[src/logic/vib_consts.vh]
// register offsets, field positions and reset values for the bus and port core
// assumes inclusion by bare name from the design file
`ifndef VIB_CONSTS_VH
`define VIB_CONSTS_VH
`define VIB_REG_PORT_B_DATA 4'h0
`define VIB_REG_PORT_A_DATA 4'h1
`define VIB_REG_PORT_B_DIR 4'h2
`define VIB_REG_PORT_A_DIR 4'h3
`define VIB_REG_T1_COUNT_LOW 4'h4
`define VIB_REG_T1_COUNT_HIGH 4'h5
`define VIB_REG_T1_RELOAD_LOW 4'h6
`define VIB_REG_T1_RELOAD_HIGH 4'h7
`define VIB_REG_T2_COUNT_LOW 4'h8
`define VIB_REG_T2_COUNT_HIGH 4'h9
`define VIB_REG_SHIFTER 4'hA
`define VIB_REG_AUX_SETUP 4'hB
`define VIB_REG_CTRL_SETUP 4'hC
`define VIB_REG_INT_FLAGS 4'hD
`define VIB_REG_INT_ENABLES 4'hE
`define VIB_REG_PORT_A_QUIET 4'hF
`define VIB_RESET_BYTE 8'h00
// auxiliary setup: input latch enables
`define VIB_AUX_LATCH_A 0
`define VIB_AUX_LATCH_B 1
// control line setup: active edge selects (1 = rising)
`define VIB_CTL_CA1_EDGE 0
`define VIB_CTL_CB1_EDGE 4
// interrupt flag bit positions
`define VIB_IFL_CA2 0
`define VIB_IFL_CA1 1
`define VIB_IFL_CB2 3
`define VIB_IFL_CB1 4
`define VIB_IFL_ANY 7
// enable register write: bit 7 set = set bits, clear = clear bits
`define VIB_IEN_SETCLR 7
`endif

[src/logic/vib_bus_ports.v]
// host bus slave, port A/B data and direction, control line flags and interrupt request
// assumes the host phase-2 clock, selects and strobes arrive asynchronously on pins
`timescale 1ns/1ns
`include "vib_consts.vh"

module vib_sync3 #(
  parameter WIDTH = 1
) (
  input wire clock,
  input wire srst,
  input wire [WIDTH-1:0] din,
  output reg [WIDTH-1:0] dout
);
  reg [WIDTH-1:0] stageOne;
  reg [WIDTH-1:0] stageTwo;
  reg [WIDTH-1:0] stageThree;
  integer i;
  always @(posedge clock) begin
    if (srst) begin
      stageOne <= {WIDTH{1'b0}};
      stageTwo <= {WIDTH{1'b0}};
      stageThree <= {WIDTH{1'b0}};
      dout <= {WIDTH{1'b0}};
    end else begin
      stageOne <= din;
      stageTwo <= stageOne;
      stageThree <= stageTwo;
      // a bit changes only once the second and third stages agree
      for (i = 0; i < WIDTH; i = i + 1) begin
        if (stageTwo[i] == stageThree[i]) begin
          dout[i] <= stageThree[i];
        end
      end
    end
  end
endmodule

module vib_bus_ports (
  input wire clock,
  input wire srst,
  input wire phaseTwo,
  input wire selectActiveHigh,
  input wire selectActiveLow_n,
  input wire [3:0] registerIndex,
  input wire readNotWrite,
  input wire [7:0] hostDataIn,
  output reg [7:0] hostDataOut,
  output reg hostDataOe,
  input wire [7:0] portALinesIn,
  output reg [7:0] portALinesOut,
  output reg [7:0] portALinesOe,
  input wire [7:0] portBLinesIn,
  output reg [7:0] portBLinesOut,
  output reg [7:0] portBLinesOe,
  input wire portACtrlFirst,
  input wire portACtrlSecondIn,
  output reg portACtrlSecondOut,
  output reg portACtrlSecondOe,
  input wire portBCtrlFirstIn,
  output reg portBCtrlFirstOut,
  output reg portBCtrlFirstOe,
  input wire portBCtrlSecondIn,
  output reg portBCtrlSecondOut,
  output reg portBCtrlSecondOe,
  input wire timerOneOutput,
  input wire timerOneDrivesPin,
  output reg pulseCountLevel,
  output reg serialClockLevel,
  output reg serialDataLevel,
  output reg [7:0] timerStorageWrData,
  output reg [3:0] timerStorageWrIndex,
  output reg timerStorageWrStrobe,
  input wire [7:0] timerStorageRdData,
  output reg interruptRequestOut,
  output reg interruptRequestOe
);
  // ----------------------------------------------------------------
  // pin synchronisers
  // ----------------------------------------------------------------
  wire [7:0] portAPin;
  wire [7:0] portBPin;
  wire [3:0] ctrlPin;
  wire [15:0] busPin;
  vib_sync3 #(.WIDTH(8)) syncPortA (
    .clock(clock),
    .srst(srst),
    .din(portALinesIn),
    .dout(portAPin)
  );
  vib_sync3 #(.WIDTH(8)) syncPortB (
    .clock(clock),
    .srst(srst),
    .din(portBLinesIn),
    .dout(portBPin)
  );
  vib_sync3 #(.WIDTH(4)) syncCtrl (
    .clock(clock),
    .srst(srst),
    .din({portBCtrlSecondIn, portBCtrlFirstIn, portACtrlSecondIn, portACtrlFirst}),
    .dout(ctrlPin)
  );
  // index and data cross bit by bit: the host must hold them steady before the
  // phase-2 rise, which then reaches the core no earlier than they do
  vib_sync3 #(.WIDTH(16)) syncBus (
    .clock(clock),
    .srst(srst),
    .din({phaseTwo, selectActiveHigh, selectActiveLow_n, registerIndex, readNotWrite, hostDataIn}),
    .dout(busPin)
  );
  wire phiLevel = busPin[15];
  wire selected = busPin[14] & ~busPin[13];
  wire [3:0] regIndex = busPin[12:9];
  wire readCycle = busPin[8];
  wire [7:0] writeData = busPin[7:0];

  // ----------------------------------------------------------------
  // registers
  // ----------------------------------------------------------------
  reg [7:0] portBOutLatch;
  reg [7:0] portAOutLatch;
  reg [7:0] portBDirection;
  reg [7:0] portADirection;
  reg [7:0] auxSetup;
  reg [7:0] ctrlSetup;
  reg [6:0] intFlags;
  reg [6:0] intEnables;
  reg [7:0] portAInLatch;
  reg [7:0] portBInLatch;
  reg portAHeld;
  reg portBHeld;
  reg phiLast;
  reg [3:0] ctrlLast;
  reg cycleOpen;
  reg cycleRead;
  reg [3:0] cycleIndex;
  reg [7:0] cycleData;
  reg [7:0] readMux;
  reg [2:0] settleCount;

  // the synchronisers restart from zero, so a line idling high would look like
  // an edge once they catch up; edges are ignored until they have settled
  wire settled = (settleCount == 3'h7);
  wire [3:0] next_settleCount = {1'b0, settleCount} + 4'h1;
  wire phiRise = settled & phiLevel & ~phiLast;
  wire phiFall = settled & ~phiLevel & phiLast;
  wire caFirstEdge = settled &
    (ctrlSetup[`VIB_CTL_CA1_EDGE] ? (ctrlPin[0] & ~ctrlLast[0]) : (~ctrlPin[0] & ctrlLast[0]));
  wire cbFirstEdge = settled &
    (ctrlSetup[`VIB_CTL_CB1_EDGE] ? (ctrlPin[2] & ~ctrlLast[2]) : (~ctrlPin[2] & ctrlLast[2]));
  wire caSecondEdge = settled & ctrlPin[1] & ~ctrlLast[1];
  wire cbSecondEdge = settled & ctrlPin[3] & ~ctrlLast[3];
  wire commit = phiFall & cycleOpen;
  wire [7:0] portAView = (auxSetup[`VIB_AUX_LATCH_A] & portAHeld) ? portAInLatch : portAPin;
  wire [7:0] portBRaw = (auxSetup[`VIB_AUX_LATCH_B] & portBHeld) ? portBInLatch : portBPin;
  wire [7:0] portBView = (portBDirection & portBOutLatch) | (~portBDirection & portBRaw);
  wire isTimer = (cycleIndex >= `VIB_REG_T1_COUNT_LOW) && (cycleIndex <= `VIB_REG_SHIFTER);

  // ----------------------------------------------------------------
  // read data selection
  // ----------------------------------------------------------------
  always @* begin
    if (cycleIndex == `VIB_REG_PORT_B_DATA) begin
      readMux = portBView;
    end else if (cycleIndex == `VIB_REG_PORT_A_DATA || cycleIndex == `VIB_REG_PORT_A_QUIET) begin
      readMux = portAView;
    end else if (cycleIndex == `VIB_REG_PORT_B_DIR) begin
      readMux = portBDirection;
    end else if (cycleIndex == `VIB_REG_PORT_A_DIR) begin
      readMux = portADirection;
    end else if (cycleIndex == `VIB_REG_AUX_SETUP) begin
      readMux = auxSetup;
    end else if (cycleIndex == `VIB_REG_CTRL_SETUP) begin
      readMux = ctrlSetup;
    end else if (cycleIndex == `VIB_REG_INT_FLAGS) begin
      readMux = {|(intFlags & intEnables), intFlags};
    end else if (cycleIndex == `VIB_REG_INT_ENABLES) begin
      readMux = {1'b1, intEnables};
    end else begin
      readMux = timerStorageRdData; // storage of timers and shifter lives outside
    end
  end

  // ----------------------------------------------------------------
  // bus cycle and register update
  // ----------------------------------------------------------------
  always @(posedge clock) begin
    if (srst) begin
      portBOutLatch <= `VIB_RESET_BYTE;
      portAOutLatch <= `VIB_RESET_BYTE;
      portBDirection <= `VIB_RESET_BYTE;
      portADirection <= `VIB_RESET_BYTE;
      auxSetup <= `VIB_RESET_BYTE;
      ctrlSetup <= `VIB_RESET_BYTE;
      intFlags <= 7'h00;
      intEnables <= 7'h00;
      portAInLatch <= `VIB_RESET_BYTE;
      portBInLatch <= `VIB_RESET_BYTE;
      portAHeld <= 1'b0;
      portBHeld <= 1'b0;
      phiLast <= 1'b0;
      ctrlLast <= 4'h0;
      cycleOpen <= 1'b0;
      cycleRead <= 1'b0;
      cycleIndex <= 4'h0;
      cycleData <= `VIB_RESET_BYTE;
      settleCount <= 3'h0;
      hostDataOut <= `VIB_RESET_BYTE;
      hostDataOe <= 1'b0;
      timerStorageWrData <= `VIB_RESET_BYTE;
      timerStorageWrIndex <= 4'h0;
      timerStorageWrStrobe <= 1'b0;
    end else begin
      phiLast <= phiLevel;
      ctrlLast <= ctrlPin;
      timerStorageWrStrobe <= 1'b0;
      if (!settled) begin
        settleCount <= next_settleCount[2:0];
      end
      // host cycle opens on the phase-2 rise and is sampled through the high phase
      if (phiRise & selected) begin
        cycleOpen <= 1'b1;
        cycleRead <= readCycle;
        cycleIndex <= regIndex;
      end else if (phiFall) begin
        cycleOpen <= 1'b0;
      end
      if (phiLevel & selected & cycleOpen & ~cycleRead) begin
        cycleData <= writeData;
      end
      // bus drives only in the high phase of a selected read
      hostDataOe <= phiLevel & selected & readCycle & (cycleOpen | phiRise);
      hostDataOut <= readMux;
      // input latches: an active first-line edge captures pins, a read frees them
      if (caFirstEdge) begin
        portAInLatch <= portAPin;
        portAHeld <= 1'b1;
      end else if (commit & cycleRead & (cycleIndex == `VIB_REG_PORT_A_DATA || cycleIndex == `VIB_REG_PORT_A_QUIET)) begin
        portAHeld <= 1'b0;
      end
      if (cbFirstEdge) begin
        portBInLatch <= portBPin;
        portBHeld <= 1'b1;
      end else if (commit & cycleRead & (cycleIndex == `VIB_REG_PORT_B_DATA)) begin
        portBHeld <= 1'b0;
      end
      // register writes land on the phase-2 fall
      if (commit & ~cycleRead) begin
        if (cycleIndex == `VIB_REG_PORT_B_DATA) begin
          portBOutLatch <= cycleData;
        end else if (cycleIndex == `VIB_REG_PORT_A_DATA || cycleIndex == `VIB_REG_PORT_A_QUIET) begin
          portAOutLatch <= cycleData;
        end else if (cycleIndex == `VIB_REG_PORT_B_DIR) begin
          portBDirection <= cycleData;
        end else if (cycleIndex == `VIB_REG_PORT_A_DIR) begin
          portADirection <= cycleData;
        end else if (cycleIndex == `VIB_REG_AUX_SETUP) begin
          auxSetup <= cycleData;
        end else if (cycleIndex == `VIB_REG_CTRL_SETUP) begin
          ctrlSetup <= cycleData;
        end else if (cycleIndex == `VIB_REG_INT_ENABLES) begin
          if (cycleData[`VIB_IEN_SETCLR]) begin
            intEnables <= intEnables | cycleData[6:0];
          end else begin
            intEnables <= intEnables & ~cycleData[6:0];
          end
        end else if (isTimer) begin
          timerStorageWrData <= cycleData;
          timerStorageWrIndex <= cycleIndex;
          timerStorageWrStrobe <= 1'b1;
        end
      end
      // control line flags: a new edge wins over a clear in the same cycle
      intFlags <= (intFlags & ~(commit & ~cycleRead & (cycleIndex == `VIB_REG_INT_FLAGS) ? cycleData[6:0] : 7'h00)
        & ~((commit & (cycleIndex == `VIB_REG_PORT_A_DATA)) ? 7'h03 : 7'h00)
        & ~((commit & (cycleIndex == `VIB_REG_PORT_B_DATA)) ? 7'h18 : 7'h00))
        | {2'b00, cbFirstEdge, cbSecondEdge, 1'b0, caFirstEdge, caSecondEdge};
    end
  end

  // ----------------------------------------------------------------
  // pin drivers
  // ----------------------------------------------------------------
  always @(posedge clock) begin
    if (srst) begin
      portALinesOut <= `VIB_RESET_BYTE;
      portALinesOe <= `VIB_RESET_BYTE;
      portBLinesOut <= `VIB_RESET_BYTE;
      portBLinesOe <= `VIB_RESET_BYTE;
      portACtrlSecondOut <= 1'b0;
      portACtrlSecondOe <= 1'b0;
      portBCtrlFirstOut <= 1'b0;
      portBCtrlFirstOe <= 1'b0;
      portBCtrlSecondOut <= 1'b0;
      portBCtrlSecondOe <= 1'b0;
      pulseCountLevel <= 1'b0;
      serialClockLevel <= 1'b0;
      serialDataLevel <= 1'b0;
      interruptRequestOut <= 1'b0;
      interruptRequestOe <= 1'b0;
    end else begin
      portALinesOut <= portAOutLatch;
      portALinesOe <= portADirection;
      portBLinesOut <= {timerOneDrivesPin ? timerOneOutput : portBOutLatch[7], portBOutLatch[6:0]};
      portBLinesOe <= {portBDirection[7] | timerOneDrivesPin, portBDirection[6:0]};
      pulseCountLevel <= portBPin[6];
      // handshake outputs are not built here, so the control lines stay inputs
      portACtrlSecondOut <= 1'b0;
      portACtrlSecondOe <= 1'b0;
      portBCtrlFirstOut <= 1'b0;
      portBCtrlFirstOe <= 1'b0;
      portBCtrlSecondOut <= 1'b0;
      portBCtrlSecondOe <= 1'b0;
      serialClockLevel <= ctrlPin[2];
      serialDataLevel <= ctrlPin[3];
      interruptRequestOut <= 1'b0;
      interruptRequestOe <= |(intFlags & intEnables);
    end
  end
endmodule

[config.mk]
export PLATFORM = sky130hd
export DESIGN_NAME = vib_bus_ports
export DESIGN_NICKNAME = d
export VERILOG_FILES = /design/src/logic/vib_bus_ports.v
export VERILOG_INCLUDE_DIRS = /design/src /design/src/logic
export SDC_FILE = /design/constraint.sdc
export NUM_CORES = 1
export LEC_CHECK = 0
export BUFFER_PORTS_ARGS = -buffer_cell sky130_fd_sc_hd__buf_2
export CORE_MARGIN = 3
export CORE_UTILIZATION = 57
export DETAILED_ROUTE_END_ITERATION = 10
export GPL_TIMING_DRIVEN = 0
export PLACE_DENSITY = 0.78
export SYNTH_ARGS = -nofsm -noshare
export SYNTH_HDL_FRONTEND = slang
export SYNTH_HIERARCHICAL = 1
export SYNTH_SLANG_ARGS = --single-unit
[constraint.sdc]
create_clock -name clock -period 5.6 [get_ports clock]
set_input_delay 0.84 -clock clock [delete_from_list [all_inputs] [get_ports clock]]
set_output_delay 0.84 -clock clock [all_outputs]
set_load 0.05 [all_outputs]
# [Word level (Yosys, flattened, before mapping)]
# Cells that the tools add are included.
[totals] ff_bits=304 out_inout_bits=65
[classes] addsub=1 n_lt_le_gt_ge=2 n_eq_ne=45 mux=24 bitwise_logic=66 reduce_logical=16
[op_table] op="8-bit 2-to-1 mux" count=10
[op_table] op="1-bit equality test" count=36
[op_table] op="7-bit AND" count=5
[op_table] op="1-bit AND" count=31
[op_table] op="4-bit equality test (second input constant)" count=5
[op_table] op="1-bit NOT" count=18
[op_table] op="8-bit AND" count=2
[op_table] op="7-bit 2-to-1 mux" count=2
[op_table] op="7-bit NOT" count=2
[op_table] op="1-bit 2-to-1 mux" count=10
[op_table] op="9-bit AND reduction" count=1
[op_table] op="9-bit OR reduction" count=1
[op_table] op="4-bit by 2-bit equality test with 1-bit output (second input constant)" count=2
[op_table] op="8-bit NOT" count=1
[op_table] op="8-bit OR" count=1
[op_table] op="8-bit AND reduction" count=1
[op_table] op="2-bit NOT with 7-bit output" count=1
[op_table] op="5-bit NOT with 7-bit output" count=1
[op_table] op="7-bit by 5-bit OR with 7-bit output" count=1
[op_table] op="7-bit OR" count=1
[op_table] op="7-bit AND reduction" count=1
[op_table] op="7-bit OR reduction" count=1
[op_table] op="6-bit AND reduction" count=1
[op_table] op="2-bit nonzero test" count=3
[op_table] op="other kinds (15)" count=16

# [Depth between registers and ports, before layout]
[depth] word_depth=12 ltp_mapped=10 ltp_nobuf=7

# [Cells and area by module]
# Netlist, hierarchy kept.
[modules_own_cells] module="vib_bus_ports" n_inst=1 cells_per_inst=726 area_each_um2=6575.1
[modules_own_cells] module="vib_sync3 (syncBus)" n_inst=1 cells_per_inst=167 area_each_um2=2050.7
[modules_own_cells] module="vib_sync3 (syncPortA ...)" n_inst=2 cells_per_inst=83 area_each_um2=923.4
[modules_own_cells] module="vib_sync3 (syncCtrl)" n_inst=1 cells_per_inst=41 area_each_um2=486.7

# [Worst setup path after synthesis]
# OpenSTA, ideal clock, no wires.
[synth_path] path_kind="register -> register" start="register settleCount[0]" end="register timerStorageWrData[0]" arrival_ns=1.901 required_time_ns=5.472 setup_slack_ns=3.572 stages_incl_launch_ff=11 n_path_buf=3 period_less_slack_ns=2.028 path_cell_list="dfxtp_1 > ha_1 > ha_1 > nand3b_1 > or2_1 > buf_2 > buf_2 > a21oi_4 > buf_4 > mux2i_1 > nor2_1"
[synth_between] elab_chain_len=6
[synth_lines] item="start: declaration" line_no="vib_bus_ports.v:138" text="reg [2:0] settleCount;"
[synth_lines] item="start signal: assignment" line_no="vib_bus_ports.v:217" text="settleCount <= next_settleCount[2:0];"
[synth_lines] item="3-bit equality test" line_no="vib_bus_ports.v:142" text="wire settled = (settleCount == 3'h7);"
[synth_lines] item="1-bit AND (2 in a row)" line_no="vib_bus_ports.v:145" text="wire phiFall = settled & ~phiLevel & phiLast;"
[synth_lines] item="1-bit AND" line_no="vib_bus_ports.v:152" text="wire commit = phiFall & cycleOpen;"
[synth_lines] item="1-bit AND" line_no="vib_bus_ports.v:247" text="if (commit & ~cycleRead) begin"
[synth_lines] item="9-bit AND reduction (no source line)"
[synth_lines] item="end signal: assignment" line_no="vib_bus_ports.v:209" text="timerStorageWrData <= `VIB_RESET_BYTE;"
[synth_lines] item="end signal: assignment" line_no="vib_bus_ports.v:267" text="timerStorageWrData <= cycleData;"
[synth_lines] item="end: declaration" line_no="vib_bus_ports.v:70" text="output reg [7:0] timerStorageWrData,"
# No other way between the ends.
# A chain may end at the register's enable or synchronous reset.

# [Worst setup path after layout]
[layout_path] start="input port srst" end="register hostDataOut[7]"
[layout_lines] item="start: declaration" line_no="vib_bus_ports.v:40" text="input wire srst,"
[layout_lines] item="end signal: assignment" line_no="vib_bus_ports.v:207" text="hostDataOut <= `VIB_RESET_BYTE;"
[layout_lines] item="end signal: assignment" line_no="vib_bus_ports.v:232" text="hostDataOut <= readMux;"
[layout_lines] item="end: declaration" line_no="vib_bus_ports.v:47" text="output reg [7:0] hostDataOut,"
# No word-level cell between the ends.

==> run_results.csv <==
group,metric,value,unit
clock_network,cts_max_path_buffers,3,
sta,period_minus_slack,2540,ps
grt,grt_overflow,0,
worst_setup_path,slowest_delay,590,ps
clock_network,cts_tree,"yes",
worst_setup_path,path_common_cell,"clkbuf_1",
worst_setup_path,rr_startpoint,"cycleIndex[1]",
grt,antenna_found_initial,0,
worst_hold_path,hp-start,"syncBus/stageOne[14]",
placed_design,hpwlAfterDp,18400,um
route,postRouteAntennaNets,0,
layout,layout-drive-gt1-share,21.1,%
layout,diodes,0,
grt,grt_max_degree,22,
pwr,p_leak,5.00,nW
sta,tns,0,ps
logic_synthesis,ys_types,59,
die,core_area,0.0188,mm2
sta,clock_skew,11.1,ps
worst_hold_path,hold_class,"reg -> reg",
clock_network,cts_setup_buffers,0,
worst_setup_path,cp_max_fo,21,
sta,setup_slack,3060,ps
sta,slew_headroom,15.7,%
grt,grt_pass1_wl,41400,um
logic_synthesis,postSynthCellCount,1100,
placed_design,port_buffers,105,
layout,fill_cells,1469,
sta,rsz0062_at_grt,"false",
logic_synthesis,synth_top_family_by_area,"simple AND/OR/NAND/NOR gates",
logic_synthesis,ys_ff_latch,302,
route,via_per_inst,5.47,
worst_hold_path,min_path_cells,1,
route,detail_route.iter0.violations,705,
logic_synthesis,synth-compound-area-share,10.7,%
worst_setup_path,rrSetupSlack,3060,ps
route,drtPass1Iterations,5,
clock_network,htree_levels,1,
logic_synthesis,synthAdderAreaFrac,0.228,%
layout,final_cells,1499,
logic_synthesis,muxShareOfSynthArea,8.06,%
logic_synthesis,synth_area,0.0110,mm2
worst_setup_path,required,5990,ps
sta,report.final.slew_viol_count,0,
route,post_drt_wl_per_cell,17.7,um
clock_network,cts.sink_count,302,
logic_synthesis,async_flop_share,0,%
route,via_count,8196,
logic_synthesis,synth_top_area_cell,"dfxtp_1",
clock_network,cts-hold-fix-buffers,0,
pwr,ir_worst_vdd,0.287,mV
grt,grt_pass1_vias,7618,
sta,hold_violations,0,
worst_setup_path,cp-start-kind,"input port",
worst_setup_path,critPathSlowestCell,"clkbuf_1",
clock_network,cts-root-buf,"clkbuf_16",
die,num_io_pins,113,
placed_design,pre_cts_ws,2560,ps
logic_synthesis,yosysMostFrequentCell,"dfxtp_1",
worst_setup_path,regToRegEndpoint,"hostDataOut[6]",
outcome,status,"complete, no violations",
logic_synthesis,yosysWarnings,6,
worst_setup_path,path_buf_inv,4,
grt,grt_usage,25.3,%
worst_setup_path,worstSetupStartpoint,"srst",
die,die_x,145,um
worst_setup_path,path_class,"in -> reg",
logic_synthesis,synth_edf_count,0,
sta,fmaxAchievable,393,MHz
pwr,power_density,341,mW/mm2
logic_synthesis,syn-mean-instance-area,9.96,um2
logic_synthesis,synth.top_cell.area_share,55.2,%
worst_setup_path,r2r_cells,8,
worst_setup_path,path_cells,"buf_2 -> clkbuf_1 -> clkbuf_1 -> clkbuf_1 -> a21oi_1",
worst_hold_path,worstHoldEndpoint,"syncBus/stageTwo[14]",
sta,period_share,45.4,%
sta,setup_viol,0,
run,drv_cap,0,
logic_synthesis,synthFlopType,"dfxtp_1",
sta,worst_pin_slew,1250,ps
clock_network,cts_buffers,29,
logic_synthesis,synthTopCellsByArea,"dfxtp_1 55%, mux2i_1 7.9%, nor2b_1 5.7%, nor2b_2 3.8%, nor2_1 3.6%",
die,rows,50,
worst_setup_path,cp_top_family,"buffers and inverters",
die,fp.dieArea,0.0209,mm2
placed_design,place.gp.congestion,0.980,
worst_setup_path,cp.depth,5,
clock_network,cts_resized,0,
worst_setup_path,arrival,2930,ps
route,drt-total-wl,26600,um
logic_synthesis,yosys.area_share.simple,21.7,%
clock_network,clk-insertion-delay-late,560,ps
die,initial_core_util,58.4,%
route,route.detailed.drc,0,
logic_synthesis,seq_area_frac_synth,55.2,%
clock_network,cts.clk_slew.worst_paths,60,ps
die,die_y,145,um
logic_synthesis,netlist_top_cells_count,"302 x dfxtp_1, 105 x nor2_1, 101 x nand2_1",
logic_synthesis,synth_xor_area_share,0.0799,%
worst_setup_path,crit_path_end_kind,"flop",
layout,area_growth,16.9,%
layout,nets,1292,
placed_design,place_inst,1445,
-- power breakdown --
part	total, W	switching [W]	internal (W)	leakage (nW)
combinational	0.000134	0.0000804	0.0000538	2.05
clock	0.00204	0.000817	0.00122	0.504
sequential	0.00220	0.0000130	0.00218	2.45
-- cell usage in the layout, fill, tap and decap left out, types with 18 or more instances in the layout --
cell and count:
buf_2 112, nand2_1 101, nor2b_1 99, dfxtp_1 302, clkbuf_16 29, mux2i_1 86, nor2b_2 48, clkbuf_1 43
nand3_1 18, a21oi_1 66, o21ai_0 61, nor2_1 105
-- state kept, by name (all words and copies together), names as in the netlist, 16 cells and up, named ones only --
| signal | count |
|---|---|
| syncBus/dout | 16 |
| syncBus/stageOne | 16 |
| syncBus/stageThree | 16 |
| syncBus/stageTwo | 16 |
-- logic make-up (layout without fill, tap and decap cells) --
logic type | Yosys count | in the layout
and+or+nand+nor | 432 | 432
other | 1 | 7
buffers and inverters | 85 | 244
xor gates and xnor gates | 1 | 1
AOI/OAI and AO/OA | 189 | 189
DFF | 302 | 302
muxes | 88 | 88
adders and majority gates | 2 | 2
-- per-stage QoR --
stage               area, um2  hold WS [ps]  utilization [%]  power, W
floorplan               11000           414                -   0.00233
global placement        11800           417             62.9   0.00237
detailed placement      11800           420             62.9   0.00238
CTS                     12800           435             68.3   0.00439
global route            12800           453             68.3   0.00450
finish                  12800           433             68.3   0.00437
-- per-layer routing --
layer | global-route usage [%] | part of all wire [%] | vias to the layer above
met5 | 0 | 0 | -
met4 | 6.82 | 2.8 | 0
met3 | 4.07 | 6.7 | 54
met2 | 40.1 | 45 | 307
met1 | 36.2 | 45 | 3856
li1 | - | - | 3979
-- worst max path at each step --
stage / end / slack [ps]
2_1_floorplan: timerStorageWrData[0] / 3570
3_3_place_gp: hostDataOut[7] / 2570
3_5_place_dp: hostDataOut[7] / 2560
4_1_cts: hostDataOut[6] / 3090
5_1_grt: intFlags[0] / 2920
6_report: hostDataOut[7] / 3060
-- layout make-up --
| type | instances | area, um2 | area share (%) |
|---|---|---|---|
| multi-input combinational | 719 | 4490 | 35.0 |
| tap | 234 | 293 | 2.28 |
| buffer | 74 | 407 | 3.17 |
| inverter | 11 | 41.3 | 0.322 |
| timing repair buffer | 105 | 526 | 4.10 |
| clock inverter | 14 | 188 | 1.46 |
| sequential | 302 | 6050 | 47.2 |
| clock buffer | 40 | 827 | 6.45 |
No activity file was read; power rests on OpenSTA's default activity.
